`src/lfds_pkg.sv`:
```
// package: register map, field layout, reset values and types of the duty-cycle scheduler
package lfds_pkg;

  // register byte addresses (printed offset 0x21 is not a multiple of four, so offsets 0x20, 0x21 are indexes: index * 4)
  localparam logic [7:0] CTL1_INDEX = 8'h20;
  localparam logic [7:0] TIMING_INDEX = 8'h21;
  localparam logic [11:0] CTL1_ADDR = {2'h0, CTL1_INDEX, 2'h0};
  localparam logic [11:0] TIMING_ADDR = {2'h0, TIMING_INDEX, 2'h0};
  localparam logic [11:0] STATUS_ADDR = 12'h090;

  // timing register fields
  localparam int INTERVAL_LSB = 4;
  localparam int ON_TIME_LSB = 0;
  localparam logic [7:0] TIMING_RESET = 8'h60;
  localparam logic [3:0] INTERVAL_RESET = 4'h6;
  localparam logic [3:0] ON_TIME_RESET = 4'h0;

  // control register fields
  localparam int ENABLE_BIT = 7;
  localparam int SOFT_RESET_BIT = 6;
  localparam int CARRIER_MODE_BIT = 5;

  // interval codes that give a duty cycle; others mean continuously on
  localparam logic [3:0] INTERVAL_MIN_CODE = 4'h1;
  localparam logic [3:0] INTERVAL_MAX_CODE = 4'h9;
  localparam logic [3:0] ON_TIME_MAX_CODE = 4'hA;
  localparam int INTERVAL_BASE_SHIFT = 3;

  // low-power oscillator tick: nominal period 1 ms at a 40 MHz core clock
  localparam int CORE_CLK_KHZ = 40000;
  localparam int OSC_PERIOD_US = 1000;
  localparam int OSC_TICK_CYCLES = CORE_CLK_KHZ * OSC_PERIOD_US / 1000;

  // detector initialisation lead, taken from the off time
  localparam int INIT_TIME_US = 2000;
  localparam int INIT_TICKS = (INIT_TIME_US + OSC_PERIOD_US - 1) / OSC_PERIOD_US;

  // longest detector hold while a message is being received
  localparam int HOLD_TIMEOUT_TICKS = 256;

  localparam int CNT_W = 13;

  typedef enum logic [1:0] {
    LFDS_IDLE = 2'b00,
    LFDS_ON = 2'b01,
    LFDS_HOLD = 2'b11,
    LFDS_OFF = 2'b10
  } lfds_phase_type;

  typedef struct packed {
    logic [3:0] intervalSel;
    logic [3:0] onTimeSel;
  } lfds_timing_type;

  typedef struct packed {
    logic signalDetected;
    logic carrierEvalDone;
    logic messageDone;
  } lfds_detect_type;

endpackage

```
`src/lfds_scheduler.sv`:
```
// module: duty-cycle scheduler for the wake-up receiver input detector, with APB registers
// Contract
// - interval code 1..9 gives 16..4096 ticks; 0 and 10..15 hold detector on
// - on-time code 0..9 gives 1..512 ticks; 10..15 give 1024 ticks
// - each interval starts with detector on for on-time, then off
// - writing the interval starts the first interval at the next tick
// - detector initialisation lead is taken from the preceding off time
// - carrier mode: detector off early once carrier evaluation finished
// - data mode: detector stays on until message end, error or timeout
// - on-time not below interval gives continuously-on operation
// - power-on and soft reset load interval code 0110
// - power-on and soft reset clear on-time code; register reads 0x60
// - mode bit: 0 data-receive, 1 carrier-detect
// - soft-reset bit starts receiver soft reset, self-clears, reads zero
//
// Decided for this implementation: the APB slave port.
`timescale 1ns/100ps
`default_nettype none
module lfds_scheduler (
  // clock and reset (reset acts as power-on reset)
  input wire logic core_clk,
  input wire logic reset,
  // apb slave
  input wire logic psel,
  input wire logic penable,
  input wire logic pwrite,
  input wire logic [11:0] paddr,
  input wire logic [31:0] pwdata,
  output logic [31:0] prdata,
  output logic pready,
  output logic pslverr,
  // detector events from the receive chain (same clock)
  input wire lfds_pkg::lfds_detect_type detectIn,
  // detector control
  output logic detectorOn,
  output logic detectorInit,
  output logic receiverEnable,
  output logic carrierModeSel,
  output logic receiverSoftResetPulse
);

  typedef struct packed {
    lfds_pkg::lfds_timing_type timing;
    logic enable;
    logic carrierMode;
    logic softReset;
    lfds_pkg::lfds_phase_type phase;
    logic [lfds_pkg::CNT_W-1:0] count;
    logic [lfds_pkg::CNT_W-1:0] holdTicks;
    logic startPending;
    logic detectorOn;
    logic detectorInit;
    logic [31:0] rdata;
  } lfds_state_type;

  lfds_state_type state_reg;
  lfds_state_type state_next;
  logic tick;
  logic [lfds_pkg::CNT_W-1:0] intervalTicks;
  logic [lfds_pkg::CNT_W-1:0] onTicks;
  logic continuous;
  logic writeAccess;
  logic readAccess;
  logic addrHit;

  lfds_osc_tick u_tick (
    .core_clk(core_clk),
    .reset(reset),
    .tick(tick)
  );

  // decode of the timing codes into tick counts
  always_comb begin
    intervalTicks = '0;
    onTicks = '0;
    continuous = 1'b1;
    if (state_reg.timing.intervalSel >= lfds_pkg::INTERVAL_MIN_CODE &&
        state_reg.timing.intervalSel <= lfds_pkg::INTERVAL_MAX_CODE) begin
      intervalTicks = lfds_pkg::CNT_W'(1) << (state_reg.timing.intervalSel + 4'(lfds_pkg::INTERVAL_BASE_SHIFT));
      continuous = 1'b0;
    end
    if (state_reg.timing.onTimeSel >= lfds_pkg::ON_TIME_MAX_CODE) begin
      onTicks = lfds_pkg::CNT_W'(1) << lfds_pkg::ON_TIME_MAX_CODE;
    end else begin
      onTicks = lfds_pkg::CNT_W'(1) << state_reg.timing.onTimeSel;
    end
    if (onTicks >= intervalTicks) begin
      continuous = 1'b1;
    end
  end

  assign addrHit = (paddr == lfds_pkg::CTL1_ADDR) || (paddr == lfds_pkg::TIMING_ADDR) ||
                   (paddr == lfds_pkg::STATUS_ADDR);
  assign writeAccess = psel && penable && pwrite;
  assign readAccess = psel && !penable && !pwrite;

  always_comb begin
    state_next = state_reg;
    state_next.softReset = 1'b0;
    // register writes
    if (writeAccess && paddr == lfds_pkg::CTL1_ADDR) begin
      state_next.enable = pwdata[lfds_pkg::ENABLE_BIT];
      state_next.carrierMode = pwdata[lfds_pkg::CARRIER_MODE_BIT];
      state_next.softReset = pwdata[lfds_pkg::SOFT_RESET_BIT];
      if (pwdata[lfds_pkg::ENABLE_BIT] && !state_reg.enable) begin
        state_next.phase = lfds_pkg::LFDS_IDLE;
        state_next.startPending = 1'b1;
      end
    end
    if (writeAccess && paddr == lfds_pkg::TIMING_ADDR) begin
      state_next.timing = pwdata[7:0];
      state_next.phase = lfds_pkg::LFDS_IDLE;
      state_next.startPending = 1'b1;
    end
    // read data is captured in setup so it comes from flip-flops in the access phase
    if (readAccess) begin
      state_next.rdata = '0;
      case (paddr)
        lfds_pkg::CTL1_ADDR: begin
          state_next.rdata[lfds_pkg::ENABLE_BIT] = state_reg.enable;
          state_next.rdata[lfds_pkg::CARRIER_MODE_BIT] = state_reg.carrierMode; // reads back the stored mode bit
        end
        lfds_pkg::TIMING_ADDR: begin
          state_next.rdata[7:0] = state_reg.timing;
        end
        lfds_pkg::STATUS_ADDR: begin
          state_next.rdata[3:0] = {state_reg.detectorInit, state_reg.detectorOn, state_reg.phase};
        end
        default: begin
          state_next.rdata = '0;
        end
      endcase
    end
    // scheduler
    if (!state_reg.enable) begin
      state_next.phase = lfds_pkg::LFDS_IDLE;
      state_next.count = '0;
      state_next.detectorOn = 1'b0;
      state_next.detectorInit = 1'b0;
      state_next.startPending = 1'b1;
    end else if (continuous) begin
      state_next.phase = lfds_pkg::LFDS_IDLE;
      state_next.count = '0;
      state_next.detectorOn = 1'b1;
      state_next.detectorInit = 1'b0;
      state_next.startPending = 1'b1;
    end else if (writeAccess && paddr == lfds_pkg::TIMING_ADDR) begin
      // a write that meets a tick must not open a window on that same tick
      state_next.phase = lfds_pkg::LFDS_IDLE;
      state_next.count = '0;
      state_next.detectorOn = 1'b0;
      state_next.detectorInit = 1'b1;
      state_next.startPending = 1'b1;
    end else begin
      case (state_reg.phase)
        lfds_pkg::LFDS_IDLE: begin
          state_next.detectorOn = 1'b0;
          state_next.detectorInit = 1'b1;
          if (tick && state_reg.startPending) begin
            state_next.phase = lfds_pkg::LFDS_ON;
            state_next.count = '0;
            state_next.startPending = 1'b0;
            state_next.detectorOn = 1'b1;
            state_next.detectorInit = 1'b0;
          end
        end
        lfds_pkg::LFDS_ON: begin
          state_next.detectorOn = 1'b1;
          if (tick) begin
            state_next.count = state_reg.count + lfds_pkg::CNT_W'(1);
          end
          if (state_reg.carrierMode && detectIn.signalDetected && detectIn.carrierEvalDone) begin
            state_next.phase = lfds_pkg::LFDS_OFF;
            state_next.detectorOn = 1'b0;
          end else if (tick && state_reg.count + lfds_pkg::CNT_W'(1) >= onTicks) begin
            if (!state_reg.carrierMode && detectIn.signalDetected) begin
              state_next.phase = lfds_pkg::LFDS_HOLD;
              state_next.holdTicks = '0;
            end else begin
              state_next.phase = lfds_pkg::LFDS_OFF;
              state_next.detectorOn = 1'b0;
            end
          end
        end
        lfds_pkg::LFDS_HOLD: begin
          // interval keeps counting, wrapping at its end, so the schedule stays aligned after the message
          if (tick) begin
            state_next.count = state_reg.count + lfds_pkg::CNT_W'(1);
            state_next.holdTicks = state_reg.holdTicks + lfds_pkg::CNT_W'(1);
            if (state_reg.count + lfds_pkg::CNT_W'(1) >= intervalTicks) begin
              state_next.count = '0;
            end
          end
          // a lost signal counts as a receive error; the hold timeout bounds a stuck message
          if (detectIn.messageDone || !detectIn.signalDetected ||
              (tick && state_reg.holdTicks + lfds_pkg::CNT_W'(1) >= lfds_pkg::CNT_W'(lfds_pkg::HOLD_TIMEOUT_TICKS))) begin
            state_next.phase = lfds_pkg::LFDS_OFF;
            state_next.detectorOn = 1'b0;
          end
        end
        lfds_pkg::LFDS_OFF: begin
          state_next.detectorOn = 1'b0;
          if (tick) begin
            state_next.count = state_reg.count + lfds_pkg::CNT_W'(1);
          end
          // initialisation lead sits at the end of the off time
          state_next.detectorInit = (state_reg.count + lfds_pkg::CNT_W'(lfds_pkg::INIT_TICKS) >= intervalTicks);
          if (tick && state_reg.count + lfds_pkg::CNT_W'(1) >= intervalTicks) begin
            state_next.phase = lfds_pkg::LFDS_ON;
            state_next.count = '0;
            state_next.detectorOn = 1'b1;
            state_next.detectorInit = 1'b0;
          end
        end
        default: begin
          state_next.phase = lfds_pkg::LFDS_IDLE;
        end
      endcase
    end
    // soft reset reloads the timing register, clears the control bits and stops the schedule
    if (state_reg.softReset) begin
      state_next.timing = {lfds_pkg::INTERVAL_RESET, lfds_pkg::ON_TIME_RESET};
      state_next.enable = 1'b0;
      state_next.carrierMode = 1'b0;
      state_next.phase = lfds_pkg::LFDS_IDLE;
      state_next.count = '0;
      state_next.startPending = 1'b1;
      state_next.detectorOn = 1'b0;
      state_next.detectorInit = 1'b0;
    end
  end

  always_ff @(posedge core_clk) begin
    if (reset) begin
      state_reg <= '0;
      state_reg.timing <= lfds_pkg::TIMING_RESET;
      state_reg.startPending <= 1'b1;
    end else begin
      state_reg <= state_next;
    end
  end

  assign prdata = state_reg.rdata;
  assign pready = 1'b1;
  assign pslverr = psel && penable && !addrHit;
  assign detectorOn = state_reg.detectorOn;
  assign detectorInit = state_reg.detectorInit;
  assign receiverEnable = state_reg.enable;
  assign carrierModeSel = state_reg.carrierMode;
  assign receiverSoftResetPulse = state_reg.softReset;

endmodule
`default_nettype wire

```
`src/lfds_osc_tick.sv`:
```
// module: divider producing the low-power oscillator tick enable
`timescale 1ns/100ps
`default_nettype none
module lfds_osc_tick (
  // clock and reset
  input wire logic core_clk,
  input wire logic reset,
  // tick output
  output logic tick
);

  typedef struct packed {
    logic [15:0] count;
    logic tick;
  } lfds_tick_state_type;

  lfds_tick_state_type state_reg;
  lfds_tick_state_type state_next;

  always_comb begin
    state_next = state_reg;
    state_next.tick = 1'b0;
    if (state_reg.count == 16'(lfds_pkg::OSC_TICK_CYCLES - 1)) begin
      state_next.count = 16'h0000;
      state_next.tick = 1'b1;
    end else begin
      state_next.count = state_reg.count + 16'h0001;
    end
  end

  always_ff @(posedge core_clk) begin
    if (reset) begin
      state_reg <= '0;
    end else begin
      state_reg <= state_next;
    end
  end

  assign tick = state_reg.tick;

endmodule
`default_nettype wire

```
`config.mk`:
```
export PLATFORM = sky130hd
export DESIGN_NAME = lfds_scheduler
export DESIGN_NICKNAME = d
export VERILOG_FILES = /design/src/lfds_pkg.sv /design/src/lfds_scheduler.sv /design/src/lfds_osc_tick.sv
export SDC_FILE = /design/constraint.sdc
export NUM_CORES = 1
export LEC_CHECK = 0
export BUFFER_PORTS_ARGS = -buffer_cell sky130_fd_sc_hd__buf_2
export CELL_PAD_IN_SITES_DETAIL_PLACEMENT = 1
export CELL_PAD_IN_SITES_GLOBAL_PLACEMENT = 2
export CORE_ASPECT_RATIO = 0.75
export CORE_MARGIN = 2
export CORE_UTILIZATION = 36
export DETAILED_ROUTE_END_ITERATION = 10
export PLACE_DENSITY_LB_ADDON = 0.15
export SLEW_MARGIN = 40
export SYNTH_ARGS = -nofsm -noshare
export SYNTH_HDL_FRONTEND = slang
export SYNTH_HIERARCHICAL = 1
export SYNTH_SLANG_ARGS = --single-unit
```
`constraint.sdc`:
```
create_clock -name core_clk -period 9.76 [get_ports core_clk]
set_input_delay 1.464 -clock core_clk [delete_from_list [all_inputs] [get_ports core_clk]]
set_output_delay 1.464 -clock core_clk [all_outputs]
set_load 0.02 [all_outputs]
```
After elaboration in Yosys (flattened, before gate mapping)
Index checks and enable logic that the tools add are counted.
{"block": "totals", "register_bits": 67, "wordCells": 122, "out_inout_bits": 39, "input_bits": 52}
{"block": "classes", "reduce_logical": 37, "n_bitwise": 4, "eq_ne": 13, "order_cmp": 8, "shift": 2, "muxes": 39, "addsub": 5}
{"cell": "13-bit 2-to-1 mux", "count": 7}
{"cell": "15-bit case mux with 4 select lines", "count": 1}
{"cell": "13-bit greater-or-equal comparator", "count": 4}
{"cell": "12-bit by 8-bit == test with 1-bit output, second input constant", "count": 3}
{"cell": "15-bit 2-to-1 mux", "count": 2}
{"cell": "13-bit by 1-bit adder with 13-bit output, second input constant", "count": 2}
{"cell": "26-bit 2-to-1 mux", "count": 1}
{"cell": "13-bit case mux with 2 select lines", "count": 1}
{"cell": "1-bit by 4-bit << shifter with 13-bit output, first input constant", "count": 2}
{"cell": "16-bit by 1-bit adder with 16-bit output, second input constant", "count": 1}
{"cell": "16-bit == test, second input constant", "count": 1}
{"cell": "1-bit logical AND", "count": 16}
{"cell": "2-bit 2-to-1 mux", "count": 8}
{"cell": "13-bit by 2-bit adder with 13-bit output, second input constant", "count": 1}
{"cell": "13-bit by 9-bit greater-or-equal comparator with 1-bit output, second input constant", "count": 1}
{"cell": "1-bit 2-to-1 mux", "count": 13}
{"cell": "2-bit inequality test, second input constant", "count": 4}
{"cell": "4-bit case mux with 2 select lines", "count": 1}
{"cell": "8-bit AND reduction", "count": 1}
{"cell": "1-bit logical NOT", "count": 6}
{"cell": "1-bit case mux with 2 select lines", "count": 3}
{"cell": "2-bit OR reduction", "count": 3}
{"cell": "5-bit OR reduction", "count": 1}
{"cell": "4-bit by 2-bit adder with 4-bit output, second input constant", "count": 1}
{"cell": "17 further kinds", "count": 24}

Logic depth before layout (Yosys ltp)
{"block": "depth", "word_depth": 9, "mapped_depth": 17, "mapped_depth_nobuf": 15}

Modules after synthesis
Netlist, hierarchy kept.
{"mod": "lfds_scheduler", "area_each_um2": 4630.7, "n_inst": 1, "cells_per_inst": 614, "seq_area_each_um2": 1001.0}
{"mod": "lfds_osc_tick", "area_each_um2": 748.2, "n_inst": 1, "cells_per_inst": 79, "seq_area_each_um2": 340.3}

Least setup slack after synthesis
OpenSTA, ideal clock, no wires.
{"block": "synth_path", "kind": "input to output", "startpoint": "input port paddr[6]", "endpoint": "output port pslverr", "required_time_ns": 8.296, "arrival_time_ns": 2.274, "n_path_buf": 0, "slack_ns": 6.022, "cell_stages": 4, "path_cell_list": "nor4b_1 > nand3_1 > a21oi_1 > nor2_1"}
{"block": "synth_between", "elab_chain_len": 5, "word_cells_on_any_way": 7, "classes_between": "eq/ne: 3; reduce/logical: 4"}
{"element": "from (decl)", "line_no": "lfds_scheduler.sv:27", "source": "input wire logic [11:0] paddr,"}
{"element": "12-bit by 8-bit == test with 1-bit output", "line_no": "lfds_scheduler.sv:92", "source": "assign addrHit = (paddr == lfds_pkg::CTL1_ADDR) || (paddr == lfds_pkg::TIMING_ADDR) ||"}
{"element": "1-bit logical OR", "line_no": "lfds_scheduler.sv:92"}
{"element": "1-bit logical OR (*)", "line_no": "lfds_scheduler.sv:92"}
{"element": "1-bit logical NOT (*)", "line_no": "lfds_scheduler.sv:245", "source": "assign pslverr = psel && penable && !addrHit;"}
{"element": "1-bit logical AND (*)", "line_no": "lfds_scheduler.sv:245"}
{"element": "to (decl)", "line_no": "lfds_scheduler.sv:31", "source": "output logic pslverr,"}
Mark *: on every way between the ends. The rest lies on a longest branch, timed or not.

Worst setup path in the final report
{"block": "layout_path", "startpoint": "register state_reg[48] (netlist bit)", "endpoint": "register state_reg[56] (netlist bit)"}
{"block": "layout_between", "elab_chain_len": 5, "word_cells_on_any_way": 8, "classes_between": "add/sub: 1; order compare: 1; mux: 5; reduce/logical: 1"}
{"element": "from (decl)", "line_no": "lfds_scheduler.sv:56", "source": "lfds_state_type state_reg;"}
{"element": "from (signal assigned)", "line_no": "lfds_scheduler.sv:239", "source": "state_reg <= state_next;"}
{"element": "13-bit by 1-bit adder with 13-bit output (*)"}
{"element": "13-bit greater-or-equal comparator", "line_no": "lfds_scheduler.sv:190, lfds_scheduler.sv:208"}
{"element": "13-bit 2-to-1 mux or 1-bit logical AND (tied branches)", "line_no": "lfds_scheduler.sv:190, lfds_scheduler.sv:208"}
{"element": "26-bit 2-to-1 mux or 15-bit 2-to-1 mux (tied branches)", "line_no": "lfds_scheduler.sv:187, lfds_scheduler.sv:208"}
{"element": "15-bit case mux with 4 select lines (*)", "line_no": "lfds_scheduler.sv:155", "source": "case (state_reg.phase)"}
Mark *: on every way between the ends. The rest lies on a longest branch, timed or not. The select of a mux whose other input is x is not followed.
A chain may end at the register's enable or synchronous reset.

==> flow_metrics.tcl <==
set metrics [dict create \
    outcome "finished, final reports clean" \
    nets 838 \
    grtUsageTotal 0.1969 \
    viasPerCell 5.350 \
    routabilityCongestion 0.7996 \
    path_max_fanout 11 \
    synthToLayoutAreaGrowth_pct 9.630 \
    synth_flop_cell "dfxtp_1" \
    hold_path_class "flip-flop to flip-flop" \
    cts_setup_buffers 0 \
    fmax_mhz 226.8 \
    skew_ns 0.01188 \
    synth_edf_count 0 \
    crit_buf_inv 1 \
    root_buffer "clkbuf_16" \
    startpoint_type "flip-flop" \
    ys_ff_latch 67 \
    synth_compound_area_frac 0.1759 \
    critPathTopFamily "compound AO/OA/AOI/OAI gates" \
    cap_viol_max_count 0 \
    cts_hold_buf 0 \
    synthAdderAreaFrac 0.1326 \
    finalSetupViolations 0 \
    netlist_top_cells_area "dfxtp_1, ha_1, nand2_1, nor2_1, buf_4" \
    io_buffers 41 \
    cp_slowest_cell "dfxtp_1" \
    clk_pin_slew_ns 0.06 \
    fillers 1842 \
    ios 91 \
    p_leak_nw 2.463 \
    placed_cell_area_sq_mm 0.005629 \
    setup_tns_ns 0 \
    worst_pin_slew_ns 0.7691 \
    dieHeight_microns 109.9 \
    cts.repair.resized 0 \
    mappedNetlistArea_sq_mm 0.005379 \
    muxShareOfSynthArea 0.01279 \
    ff_latch_area_sq_mm 0.001341 \
    synth-seq-area-share 0.2494 \
    relSlewSlack 0.4740 \
    hold_viol_final 0 \
    drt_iter0_drc 226 \
    busiest_layer "met2" \
    fin_crit_ns 4.409 \
    route.detailed.drc 0 \
    rsz0062_at_grt "false" \
    start_util 0.3697 \
    grtUsageMet2 0.3344 \
    synthXorXnorAreaFrac 0.05373 \
    clock_latency_ns 0.34 \
    arrival_ns 4.66 \
    clk_path_buf_depth 2 \
    path_cells "ha_1 > nand3_1 > inv_1 > nand3_1 > xnor2_1 > ha_1 > and3_1 > a221oi_1 > a21boi_1 > o31ai_2 > a31o_2 > nand4_1 > o31ai_1" \
    synthCells 693 \
    antenna_found_initial 0 \
    worst_path_largest_cell_delay_ns 0.57 \
    layout-drive-gt1-share 0.1173 \
    peakVddDrop_uv 79.57 \
    grt_pass1_vias 4944 \
    drv_slew 0 \
    die-area_sq_mm 0.01595 \
    endpoint_kind "flip-flop" \
    largest_reg_flops 37 \
    wl_mm 15.39 \
    use_met1 0.2583 \
    syn_area_per_cell_sq_um 7.762 \
    use_met3 0.03859 \
    cts_htree_levels 3 \
    grt_overflow 0 \
    yosysWarnings 6 \
    post-synth-top-area-cell "dfxtp_1" \
    fin_area_sq_mm 0.005897 \
    ys_types 76 \
    grt_pass1_wl_mm 25.23 \
    synth-async-reset-ratio 0 \
    synth_top_family_by_area "simple AND/OR/NAND/NOR gates" \
    required_ns 10.01 \
    cellPowerDensity_mw_per_mm2 103.6 \
    crit_type "flip-flop to flip-flop" \
    route.vias.total 4992 \
    dp_cells 918 \
    cts_made_buffers 9 \
    diodes 0 \
    num_rows 38 \
    period_share 0.4518 \
    synthSimpleGateAreaFrac 0.2894 \
    cts_sinks 67 \
    yosysTopAreaCellShare 0.2494 \
    final_antenna_net_count 0 \
    dr.pass1.iters 5 \
    wl_per_cell_microns 16.50 \
    finish.utilization 0.4053 \
    stdcell_count 933 \
    hpwlAfterDp_mm 12.29 \
    tritoncts "built" \
    core_sq_mm 0.01455 \
    fp.dieW_microns 145.1 \
    grt_max_degree 29 \
    multiInputGateArea_sq_mm 0.003727 \
]
[power by group]
part	leakage [nW]	total, mW	switching [mW]	internal (mW)
logic	1.80	0.0369	0.0257	0.0112
registers	0.540	0.276	0.00116	0.275
clock network	0.128	0.298	0.128	0.171
total	2.46	0.611	0.155	0.456
[cells in the mapped netlist (17+ instances only)]
master    instances
o21ai_0          22
buf_4            33
nor3_1           22
nor2_1           67
nand2_1          73
clkbuf_1         17
xnor2_1          19
dfxtp_1          67
a21oi_1          43
inv_1            26
ha_1             57
nor2b_1          21
nand3_1          39
[worst min-delay path, cell delays in order (launching register included)]
cell	delay, ns
dfxtp_1	0.30
nand2_1	0.05
a21oi_1	0.05
[worst paths after layout]
path / startpoint / end / slack, ns / cells after the start
setup / recovery: state_reg[48]$_SDFFE_PP0P_ / state_reg[56]$_SDFFE_PP0P_ / 5.35 / 13
hold / removal: prdata[6]$_SDFFE_PP0P_ / prdata[6]$_SDFFE_PP0P_ / 0.45 / 2
setup reg to reg: state_reg[48]$_SDFFE_PP0P_ / state_reg[56]$_SDFFE_PP0P_ / 5.35 / 13
hold reg to reg: prdata[6]$_SDFFE_PP0P_ / prdata[6]$_SDFFE_PP0P_ / 0.45 / 2
[stage by stage]
stage	setup slack [ns]	hold WS [ns]	power, mW
2_1_floorplan	6.022	0.4256	0.3154
3_3_place_gp	5.356	0.4361	0.3171
3_5_place_dp	5.295	0.4503	0.3184
4_1_cts	5.243	0.4578	0.6225
5_1_grt	4.917	0.4716	0.6385
6_report	5.351	0.4541	0.6110
[cell type report]
class                   instances  share of cell area
clock buffers                   9             0.03819
clock inverters                 6            0.007214
inverters                      26             0.01655
multi-input cells             583              0.6321
flip-flops and latches         67              0.2275
well taps                     200             0.04244
repair buffers                 42             0.03607
[cell families (layout without fill, tap and decap cells)]
group | after synthesis | count (layout)
and+or+nand+nor | 302 | 302
AOI/OAI and AO/OA | 144 | 144
buffers and inverters | 82 | 83
DFF | 67 | 67
adders and majority gates | 57 | 57
xor gates and xnor gates | 33 | 33
muxes | 6 | 6
other | 2 | 41
[routing by layer]
metal,part of all wire,up-vias
met2,0.46,79
met4,0.010,0
met5,0,-
li1,-,2484
met3,0.040,13
met1,0.49,2416
[layout by cell type, fill, tap and decap left out, drive strengths merged, types with 3 or more instances in the layout]
| cell type | Yosys | routed |
|---|---|---|
| a31oi | 5 | 5 |
| xor2 | 14 | 14 |
| xnor2 | 19 | 19 |
| and4 | 5 | 5 |
| nand3 | 41 | 41 |
| nor3 | 22 | 22 |
| a31o | 3 | 3 |
| clkbuf | 17 | 9 |
| clkinv | 0 | 3 |
| and2 | 5 | 5 |
| o21a | 3 | 3 |
| o2bb2ai | 5 | 5 |
| o31ai | 11 | 11 |
| nand2 | 74 | 74 |
| ha | 57 | 57 |
| or2 | 8 | 8 |
| and3 | 6 | 6 |
| dfxtp | 67 | 67 |
| nor2 | 68 | 68 |
| or3 | 4 | 4 |
| o211ai | 4 | 4 |
| and4b | 3 | 3 |
| nand3b | 5 | 5 |
| nor4b | 4 | 4 |
| a22oi | 6 | 6 |
| o21ai | 37 | 37 |
| buf | 39 | 42 |
| mux2 | 4 | 4 |
| nor2b | 21 | 21 |
| nand2b | 7 | 7 |
| inv | 26 | 27 |
| a21oi | 44 | 44 |
| nor4 | 10 | 10 |
| conb | 2 | 41 |
| a32oi | 4 | 4 |
| nand4 | 14 | 14 |
No activity file was read; power rests on OpenSTA's default activity.
